File: src/verilog/owh_pkg.sv
// package: constants and types for the single-wire bus master
package owh_pkg;
   localparam int unsigned CLK_MHZ = 25;
   // times in microseconds
   localparam int unsigned RESET_LOW_US = 480;
   localparam int unsigned RESET_HIGH_US = 480;
   localparam int unsigned SLOT_US = 70;
   localparam int unsigned REC_US = 2;
   localparam int unsigned LOW1_US = 6;
   localparam int unsigned SAMPLE_US = 13;
   localparam int unsigned PRES_SAMPLE_US = 70;
   localparam int unsigned DELAY_PROG_US = 5;
   localparam int unsigned PROGRAM_PULSE_WIDTH_US = 480;
   localparam int unsigned DELAY_VERIFY_US = 5;
   // cycle counts, minima rounded up
   localparam int unsigned RESET_LOW_CYC = RESET_LOW_US * CLK_MHZ;
   localparam int unsigned RESET_HIGH_INTERVAL_CYC = RESET_HIGH_US * CLK_MHZ;
   localparam int unsigned SLOT_CYC = SLOT_US * CLK_MHZ;
   localparam int unsigned REC_CYC = REC_US * CLK_MHZ;
   localparam int unsigned LOW1_CYC = LOW1_US * CLK_MHZ;
   localparam int unsigned READ_VALID_WINDOW_SAMPLE_CYC = SAMPLE_US * CLK_MHZ;
   localparam int unsigned PRES_SAMPLE_CYC = PRES_SAMPLE_US * CLK_MHZ;
   localparam int unsigned DELAY_PROG_CYC = DELAY_PROG_US * CLK_MHZ;
   localparam int unsigned PROGRAM_PULSE_WIDTH_CYC = PROGRAM_PULSE_WIDTH_US * CLK_MHZ;
   localparam int unsigned DELAY_VERIFY_CYC = DELAY_VERIFY_US * CLK_MHZ;
   localparam int unsigned CNT_W = 16;
   // crc-16 x^16 + x^15 + x^2 + 1, reflected
   localparam logic [15:0] CRC_POLY_REFL = 16'ha001;
   localparam logic [15:0] CRC_INIT = 16'h0000;
   localparam logic [7:0] TA_HIGH_MASK = 8'h07;
   typedef enum logic [2:0]
   {
      OWH_OP_RESET = 3'h0,
      OWH_OP_WRITE = 3'h1,
      OWH_OP_READ = 3'h2,
      OWH_OP_PROG = 3'h3
   } owh_op_t;
endpackage

File: src/verilog/owh_crc_if.sv
// interface: crc engine command and state
`timescale 1ns/1ps
`default_nettype none
interface owh_crc_if;
   logic clr;
   logic load;
   logic [15:0] load_val;
   logic shift;
   logic bit_in;
   logic [15:0] crc;
   modport ctrl (output clr, output load, output load_val, output shift, output bit_in, input crc);
   modport eng (input clr, input load, input load_val, input shift, input bit_in, output crc);
endinterface
`default_nettype wire

File: src/verilog/owh_master.sv
// single-wire bus master: slot timing, crc check of write passes
`timescale 1ns/1ps
`default_nettype none
module owh_master
(
   input wire logic clock,
   input wire logic rst_n,
   input wire logic ce,
   input wire logic req,
   input wire owh_pkg::owh_op_t op,
   input wire logic [7:0] wdata,
   input wire logic crc_clear,
   input wire logic crc_load,
   input wire logic [15:0] crc_load_val,
   input wire logic crc_shift_tx,
   input wire logic crc_shift_rx,
   output logic busy,
   output logic done,
   output logic [7:0] rdata,
   output logic presence,
   output logic [15:0] crc_now,
   output logic crc_ok,
   output logic dq_o,
   output logic dq_oe,
   output logic vpp_en,
   input wire logic dq_i
);
   import owh_pkg::*;
   typedef enum logic [5:0]
   {
      ST_IDLE = 6'b000001,
      ST_RLOW = 6'b000010,
      ST_RHIGH = 6'b000100,
      ST_SLOT = 6'b001000,
      ST_REC = 6'b010000,
      ST_PROG = 6'b100000
   } owh_state_t;
   owh_state_t state_r;
   logic [CNT_W-1:0] cnt_r;
   logic [2:0] bit_r;
   logic [7:0] sh_r;
   logic rd_r;
   logic [1:0] pph_r;
   logic [15:0] rx_crc_r;
   logic [7:0] rdata_r;
   logic presence_r;
   logic done_r;
   logic crc_ok_r;
   logic crc_byte_r;
   owh_crc_if cif ();
   owh_crc16 u_crc
   (
      .clock(clock),
      .rst_n(rst_n),
      .ce(ce),
      .cif(cif)
   );
   // ---------------------------------------------------------------
   // crc engine control
   // ---------------------------------------------------------------
   logic shift_bit;
   assign shift_bit = (state_r == ST_SLOT) && (cnt_r == CNT_W'(SLOT_CYC - 1)) && crc_shift_tx;
   assign cif.clr = (state_r == ST_IDLE) && req && crc_clear;
   assign cif.load = (state_r == ST_IDLE) && req && crc_load && !crc_clear;
   assign cif.load_val = {crc_load_val[15:8] & TA_HIGH_MASK, crc_load_val[7:0]};
   assign cif.shift = shift_bit;
   assign cif.bit_in = sh_r[0];
   assign crc_now = cif.crc;
   property p_addr_high_zero;
      @(posedge clock) disable iff (!rst_n)
      cif.load |-> (cif.load_val[15:11] == 5'h00);
   endproperty
   a_addr_high_zero: assert property (p_addr_high_zero) else $error("address top bits reach the crc");
   // ---------------------------------------------------------------
   // slot sequencer
   // ---------------------------------------------------------------
   always_ff @(posedge clock or negedge rst_n)
   begin
      if (!rst_n)
      begin
         state_r <= ST_IDLE;
         cnt_r <= '0;
         bit_r <= 3'h0;
         sh_r <= 8'h00;
         rd_r <= 1'b0;
         pph_r <= 2'h0;
         done_r <= 1'b0;
      end
      else if (ce)
      begin
         done_r <= 1'b0;
         unique case (state_r)
            ST_IDLE:
            begin
               cnt_r <= '0;
               if (req)
               begin
                  bit_r <= 3'h0;
                  sh_r <= wdata;
                  rd_r <= (op == OWH_OP_READ);
                  pph_r <= 2'h0;
                  if (op == OWH_OP_RESET)
                     state_r <= ST_RLOW;
                  else if (op == OWH_OP_PROG)
                     state_r <= ST_PROG;
                  else
                     state_r <= ST_SLOT;
               end
            end
            ST_RLOW:
            begin
               cnt_r <= cnt_r + 1'b1;
               if (cnt_r == CNT_W'(RESET_LOW_CYC - 1))
               begin
                  cnt_r <= '0;
                  state_r <= ST_RHIGH;
               end
            end
            ST_RHIGH:
            begin
               cnt_r <= cnt_r + 1'b1;
               if (cnt_r == CNT_W'(RESET_HIGH_INTERVAL_CYC - 1))
               begin
                  state_r <= ST_IDLE;
                  done_r <= 1'b1;
               end
            end
            ST_SLOT:
            begin
               cnt_r <= cnt_r + 1'b1;
               if (cnt_r == CNT_W'(READ_VALID_WINDOW_SAMPLE_CYC - 1) && rd_r)
                  sh_r <= {dq_i, sh_r[7:1]};
               if (cnt_r == CNT_W'(SLOT_CYC - 1))
               begin
                  cnt_r <= '0;
                  if (!rd_r)
                     sh_r <= {1'b0, sh_r[7:1]};
                  state_r <= ST_REC;
               end
            end
            ST_REC:
            begin
               cnt_r <= cnt_r + 1'b1;
               if (cnt_r == CNT_W'(REC_CYC - 1))
               begin
                  cnt_r <= '0;
                  bit_r <= bit_r + 1'b1;
                  if (bit_r == 3'h7)
                  begin
                     state_r <= ST_IDLE;
                     done_r <= 1'b1;
                  end
                  else
                     state_r <= ST_SLOT;
               end
            end
            ST_PROG:
            begin
               cnt_r <= cnt_r + 1'b1;
               if ((pph_r == 2'h0 && cnt_r == CNT_W'(DELAY_PROG_CYC - 1)) ||
                   (pph_r == 2'h1 && cnt_r == CNT_W'(PROGRAM_PULSE_WIDTH_CYC - 1)))
               begin
                  cnt_r <= '0;
                  pph_r <= pph_r + 1'b1;
               end
               else if (pph_r == 2'h2 && cnt_r == CNT_W'(DELAY_VERIFY_CYC - 1))
               begin
                  state_r <= ST_IDLE;
                  done_r <= 1'b1;
               end
            end
         endcase
      end
   end
   // ---------------------------------------------------------------
   // presence detect and read byte
   // ---------------------------------------------------------------
   always_ff @(posedge clock or negedge rst_n)
   begin
      if (!rst_n)
         presence_r <= 1'b0;
      else if (ce && state_r == ST_RHIGH && cnt_r == CNT_W'(PRES_SAMPLE_CYC - 1))
         presence_r <= !dq_i;
   end
   always_ff @(posedge clock or negedge rst_n)
   begin
      if (!rst_n)
         rdata_r <= 8'h00;
      else if (ce && state_r == ST_REC && bit_r == 3'h7 && cnt_r == CNT_W'(REC_CYC - 1))
         rdata_r <= sh_r;
   end
   // ---------------------------------------------------------------
   // received crc check: inverted, lsb byte first
   // ---------------------------------------------------------------
   always_ff @(posedge clock or negedge rst_n)
   begin
      if (!rst_n)
      begin
         rx_crc_r <= 16'h0000;
         crc_byte_r <= 1'b0;
         crc_ok_r <= 1'b0;
      end
      else if (ce && done_r && rd_r && crc_shift_rx)
      begin
         crc_byte_r <= !crc_byte_r;
         if (!crc_byte_r)
            rx_crc_r[7:0] <= rdata_r;
         else
         begin
            rx_crc_r[15:8] <= rdata_r;
            crc_ok_r <= ({rdata_r, rx_crc_r[7:0]} == ~cif.crc);
         end
      end
   end
   // ---------------------------------------------------------------
   // pin drive
   // ---------------------------------------------------------------
   always_comb
   begin
      dq_o = 1'b0;
      dq_oe = 1'b0;
      vpp_en = 1'b0;
      unique case (state_r)
         ST_RLOW:
            dq_oe = 1'b1;
         ST_SLOT:
            if (rd_r || sh_r[0])
               dq_oe = (cnt_r < CNT_W'(LOW1_CYC));
            else
               dq_oe = 1'b1;
         ST_PROG:
            vpp_en = (pph_r == 2'h1);
         default:
            dq_oe = 1'b0;
      endcase
   end
   // 25 cycles per us: short low at least 1 us, released by 15 us
   property p_one_low;
      @(posedge clock) disable iff (!rst_n)
      (state_r == ST_SLOT) && (rd_r || sh_r[0]) && $rose(dq_oe) |-> ##24 dq_oe ##[1:350] !dq_oe;
   endproperty
   a_one_low: assert property (p_one_low) else $error("short low time out of range");
   property p_vpp_oe;
      @(posedge clock) disable iff (!rst_n)
      !(vpp_en && dq_oe);
   endproperty
   a_vpp_oe: assert property (p_vpp_oe) else $error("program voltage while line pulled low");
   property p_prog_delay;
      @(posedge clock) disable iff (!rst_n)
      $rose(vpp_en) |-> $past(state_r == ST_PROG, 125);
   endproperty
   a_prog_delay: assert property (p_prog_delay) else $error("program pulse started too early");
   property p_verify_delay;
      @(posedge clock) disable iff (!rst_n)
      $fell(vpp_en) |-> ##124 (busy && !dq_oe);
   endproperty
   a_verify_delay: assert property (p_verify_delay) else $error("line used too soon after pulse");
   assign busy = (state_r != ST_IDLE);
   assign done = done_r;
   assign rdata = rdata_r;
   assign presence = presence_r;
   assign crc_ok = crc_ok_r;
endmodule
`default_nettype wire

File: src/verilog/owh_crc16.sv
// crc-16 engine, one bit per shift
`timescale 1ns/1ps
`default_nettype none
module owh_crc16
(
   input wire logic clock,
   input wire logic rst_n,
   input wire logic ce,
   owh_crc_if.eng cif
);
   import owh_pkg::*;
   logic [15:0] crc_r;
   assign cif.crc = crc_r;
   always_ff @(posedge clock or negedge rst_n)
   begin
      if (!rst_n)
         crc_r <= 16'h0000;
      else if (ce)
      begin
         if (cif.clr)
            crc_r <= CRC_INIT;
         else if (cif.load)
            crc_r <= cif.load_val;
         else if (cif.shift)
            crc_r <= (crc_r >> 1) ^ (((crc_r[0] ^ cif.bit_in)) ? CRC_POLY_REFL : 16'h0000);
      end
   end
   property p_crc_clear;
      @(posedge clock) disable iff (!rst_n)
      ce && cif.clr |=> (cif.crc == CRC_INIT);
   endproperty
   a_crc_clear: assert property (p_crc_clear) else $error("crc engine not cleared");
   property p_crc_load;
      @(posedge clock) disable iff (!rst_n)
      ce && cif.load && !cif.clr |=> (cif.crc == $past(cif.load_val));
   endproperty
   a_crc_load: assert property (p_crc_load) else $error("crc engine did not load the address");
endmodule
`default_nettype wire

File: config.mk
export PLATFORM = sky130hd
export DESIGN_NAME = owh_master
export DESIGN_NICKNAME = d
export VERILOG_FILES = /design/src/verilog/owh_pkg.sv /design/src/verilog/owh_crc_if.sv /design/src/verilog/owh_master.sv /design/src/verilog/owh_crc16.sv
export SDC_FILE = /design/constraint.sdc
export NUM_CORES = 1
export LEC_CHECK = 0
export ABC_AREA = 1
export BUFFER_PORTS_ARGS = -buffer_cell sky130_fd_sc_hd__buf_4
export CAP_MARGIN = 20
export CELL_PAD_IN_SITES_DETAIL_PLACEMENT = 1
export CELL_PAD_IN_SITES_GLOBAL_PLACEMENT = 1
export CORE_MARGIN = 5
export CORE_UTILIZATION = 43
export CTS_BUF_LIST = sky130_fd_sc_hd__clkbuf_16
export DETAILED_ROUTE_END_ITERATION = 8
export PLACE_DENSITY = 0.88
export SLEW_MARGIN = 0
export SYNTH_ARGS = -nofsm -noshare
export SYNTH_HDL_FRONTEND = slang
export SYNTH_SLANG_ARGS = --single-unit
File: constraint.sdc
create_clock -name clock -period 2.1 [get_ports clock]
set_clock_uncertainty 0.15 [all_clocks]
set_input_delay 0.42 -clock clock [delete_from_list [all_inputs] [get_ports clock]]
set_output_delay 0.42 -clock clock [all_outputs]
set_load 0.005 [all_outputs]
==> metrics.sh <==
SYN_INST=605
NETLIST_AREA_SQ_MM=0.00468
COREAREA_SQ_MM=0.0107
DRT_ITER0_DRC=363
DRT.ANTENNA.VIOLATING_NETS=0
AREA_GROWTH_PCT=33.4
GRT-OVFL-TOTAL=0
DIE_HEIGHT_MICRONS=114
WORST_SKEW_PAIR.LATE_LATENCY_NS=0.34
TIMING.CRITICAL_PATH.FANOUT_MAX=4
FINAL_MIN_PERIOD_OVER_CLOCK_PERIOD_PCT=106
FP.DIEAREA_SQ_MM=0.0131
DRT-TOTAL-WL_MM=20.1
CRITICAL_PATH.MAX_STAGE_DELAY_NS=0.46
POWER.STATIC_LEAKAGE_nW=2.98
ROUTED-VIA-COUNT=5009
VIOLATIONS='negative setup slack'
H_TREE_DEPTH_REPORTED_BY_CTS=3
GLOBAL_ROUTE_WIRE_LENGTH_BEFORE_REPAIR_MM=26.3
SYNTHESIS.NETS=649
NUMPLACEDINSTANCES=803
WIRE_PER_INST_MICRONS=23.4
NUMPORTBUFFERS=60
FIRST_GLOBAL_VIAS=5095
FINAL_CORE_UTIL_PCT=58.1
FINAL_NETS=758
CLOCK_SINKS=72
POWER_DENSITY_mW_PER_MM2=1080
GRT_START_MAX_NET_PINS=35
POST-ROUTE-MIN-PERIOD_NS=2.23
ANTENNA_CELLS=0
SYN_AVG_CELL_AREA_SQ_UM=7.74
START_UTIL_PCT=43.6
TIGHTEST_SLEW_NS=0.514
OVERALL_FRACTION_OF_GLOBAL_ROUTE_TRACKS_IN_USE_PCT=25.6
YS_SEQ_AREA_SHARE_PCT=38.5
ROWS=38
FLOORPLAN.IO_PINS=67
SETUP-VIOLATIONS-FINAL=35
FMAXACHIEVABLE_MHz=448
SYNTH.LIB_CELLS_USED.DISTINCT=39
FILLER_CELL_COUNT=1331
WORSTSETUPPATHTYPE='flip-flop to output pin'
IRDROPWORSTVDD_V=0.000795
TIMING.CRITICAL_PATH.CELLS='nor2_4 -> nand4_4 -> nand2_4 -> inv_2 -> a31oi_4 -> buf_6'
CLKTRANSATPATHREGS_NS=0.06
SYNTH_WARNINGS=0
REPORT.FINAL.SLEW_VIOL_COUNT=0
NUMBER_OF_BUFFERS_INSERTED_DURING_CLOCK_TREE_SYNTHESIS=9
SETUP.REG_TO_REG.WORST_SLACK_NS=-0.13
SYNTH_EDF_COUNT=0
SYNTH_SEQ_CELLS=72
TYPE_OF_THE_MOST_CRITICAL_HOLD_PATH='primary input to flip-flop'
CLOCK-ROOT-BUFFER='sky130_fd_sc_hd__clkbuf_16'
POST_ROUTE_CELLS_DRIVE_ABOVE_1_SHARE_PCT=36.6
CRITICAL_PATH.STARTPOINT_TYPE='flip-flop'
GRT_ANTENNA_BEFORE_REPAIR=0
ROUTED_VIA_DENSITY=5.83
FINALHOLDVIOLATIONS=0
YS_DOMINANT_REG_CELL='sky130_fd_sc_hd__dfrtp_1'
CTS_TREE='built'
CRIT_REQUIRED_NS=1.53
PLACE.DETAILED.HPWL_MM=10.6
DIE_W_MICRONS=114
SETUP-TNS-FINAL_NS=-1.79
DRV_CAP=0
ROUTABILITYCONGESTION=0.831
SETUP_WS_FINAL_NS=-0.134
TIMING.CRITICAL_PATH.SLOWEST_STAGE_CELL='sky130_fd_sc_hd__dfrtp_1'
SLEW_HEADROOM_PCT=65.7
POST_LAYOUT_NONFILLER_INSTANCES=859
DPL_WORST_SLACK_NS=-0.00206
ASYNC_RESET_FF_SHARE_PCT=100
ENDPOINT_KIND='output pin'
CP_ARRIVAL_NS=1.66
CTS-ROOT-TO-SINK-BUFFERS=2
DRC_ERRORS=0
RUN_STATUS='complete, but fails checks'
DRT-PASS1-ITER-COUNT=6
RSZ_0062_RAISED_AFTER_GLOBAL_ROUTING='yes'
-- what timing repair did --
action / in CTS / in global routing
hold endpoints to repair: 31 / 0
pin swaps: 9 / 15
hold buffers: 1 / 0
gates cloned: 0 / 8
buffers inserted: 19 / 15
gates resized for setup: 23 / 53
setup endpoints to repair: 5 / 54
-- cells by family after synthesis --
logic type                 count (synthesis)  share of synthesized area [%]
and+or+nand+nor                          324                           33.9
adders and majority gates                  8                           2.14
AOI/OAI and AO/OA                         73                           9.30
buffers and inverters                     92                           9.04
DFF                                       72                           38.5
muxes                                      8                           1.92
other                                      1                         0.0801
xor gates and xnor gates                  27                           5.05
-- final timing paths --
| kind | start | to | cells after the start |
|---|---|---|---|
| min | dq_i | presence$_DFFE_PN0P_ | 2 |
| min in group asynchronous | rst_n | cnt_r[1]$_DFFE_PN0P_ | 2 |
| max reg2reg | state_r[0]$_DFFE_PN1P_ | u_crc.cif.crc[2]$_DFFE_PN0P_ | 10 |
| max | state_r[1]$_DFFE_PN0P_ | dq_oe | 6 |
| max in group asynchronous | rst_n | rx_crc_r[4]$_DFFE_PN0P_ | 3 |
| min reg2reg | presence$_DFFE_PN0P_ | presence$_DFFE_PN0P_ | 2 |
-- cells in the final DEF, fill, tap and decap left out, types with 8 or more instances in the layout --
cell type / count
sky130_fd_sc_hd__xnor2_1: 10
sky130_fd_sc_hd__nand2_1: 146
sky130_fd_sc_hd__dfrtp_1: 61
sky130_fd_sc_hd__nand2_2: 16
sky130_fd_sc_hd__nand2_4: 10
sky130_fd_sc_hd__a21oi_1: 16
sky130_fd_sc_hd__o21ai_1: 15
sky130_fd_sc_hd__nor2_4: 13
sky130_fd_sc_hd__inv_2: 13
sky130_fd_sc_hd__nand4_1: 9
sky130_fd_sc_hd__nand3_2: 9
sky130_fd_sc_hd__dfrtp_2: 10
sky130_fd_sc_hd__nor2_1: 49
sky130_fd_sc_hd__inv_1: 60
sky130_fd_sc_hd__nor2_2: 13
sky130_fd_sc_hd__mux2_2: 8
sky130_fd_sc_hd__o21ai_2: 23
sky130_fd_sc_hd__xor2_1: 17
sky130_fd_sc_hd__buf_4: 100
sky130_fd_sc_hd__nand3_1: 38
sky130_fd_sc_hd__clkbuf_16: 10
sky130_fd_sc_hd__o21ai_0: 12
-- synth_stat cells (9+ instances only) --
cell type / n / share of area, %
sky130_fd_sc_hd__xor2_1: 17 / 3.2
sky130_fd_sc_hd__o21ai_0: 12 / 1.3
sky130_fd_sc_hd__nand4_1: 9 / 1.2
sky130_fd_sc_hd__nand2_1: 150 / 12
sky130_fd_sc_hd__inv_1: 63 / 5.1
sky130_fd_sc_hd__xnor2_1: 10 / 1.9
sky130_fd_sc_hd__nand2_2: 18 / 2.4
sky130_fd_sc_hd__o21ai_1: 25 / 2.7
sky130_fd_sc_hd__a21oi_1: 18 / 1.9
sky130_fd_sc_hd__nor2_1: 57 / 4.6
sky130_fd_sc_hd__dfrtp_1: 71 / 38
sky130_fd_sc_hd__nand3_1: 44 / 4.7
sky130_fd_sc_hd__o21ai_2: 15 / 2.8
sky130_fd_sc_hd__nor2_2: 10 / 1.3
sky130_fd_sc_hd__inv_2: 9 / 0.72
-- power breakdown --
| part | switching [mW] | total [mW] | leakage [nW] | internal, mW |
|---|---|---|---|---|
| sequential | 0.262 | 1.88 | 0.953 | 1.62 |
| combinational | 2.08 | 3.32 | 1.88 | 1.24 |
| clock | 0.634 | 1.55 | 0.152 | 0.912 |
| total | 2.97 | 6.75 | 2.98 | 3.77 |
-- critical path: cells and delay by family, from the launching register on --
kind	cells	cell delay, ns
AO/OA/AOI/OAI	1	0.15
buffers and inverters	2	0.18
flip-flops	1	0.46
AND/OR/NAND/NOR	3	0.53
-- sequential cells by signal (all words and copies together), names as in the netlist --
| name | cells |
|---|---|
| u_crc.cif.crc | 16 |
| state_r | 6 |
| crc_ok | 1 |
| rdata | 8 |
| rd_r | 1 |
| bit_r | 3 |
| rx_crc_r | 8 |
| done | 1 |
| cnt_r | 16 |
| sh_r | 8 |
| presence | 1 |
| crc_byte_r | 1 |
| pph_r | 2 |
-- cell type report --
type / instances / area, sq um / area share [%]
Multi-Input combinational cell: 447 / 2780 / 44.6
Clock inverter: 7 / 65.1 / 1.04
Clock buffer: 9 / 225 / 3.61
Sequential cell: 72 / 1820 / 29.1
Tap cell: 140 / 175 / 2.81
Timing Repair inverter: 1 / 7.51 / 0.120
Inverter: 74 / 282 / 4.51
Timing Repair Buffer: 109 / 891 / 14.3
-- per-layer routing --
metal	global-route usage [%]	up-vias	share of wire, %	wire length, microns
li1	-	2156	-	-
met1	28.9	2488	36	7320
met2	47.0	275	52	10500
met3	4.76	90	6.3	1280
met4	10.9	0	5.4	1080
met5	0	-	0	0
-- metrics by stage --
| step | power (mW) | hold slack [ns] | area, sq um |
|---|---|---|---|
| final | 6.75 | 0.147 | 6240 |
| after CTS | 5.98 | 0.142 | 5820 |
| after global placement | 3.95 | 0.272 | 5310 |
| after floorplan | 3.37 | -0.0256 | 4680 |
| after detailed placement | 4.13 | 0.273 | 5310 |
| after global routing | 7.03 | 0.136 | 6240 |
Note: power is estimated with default switching activity, not from simulation.
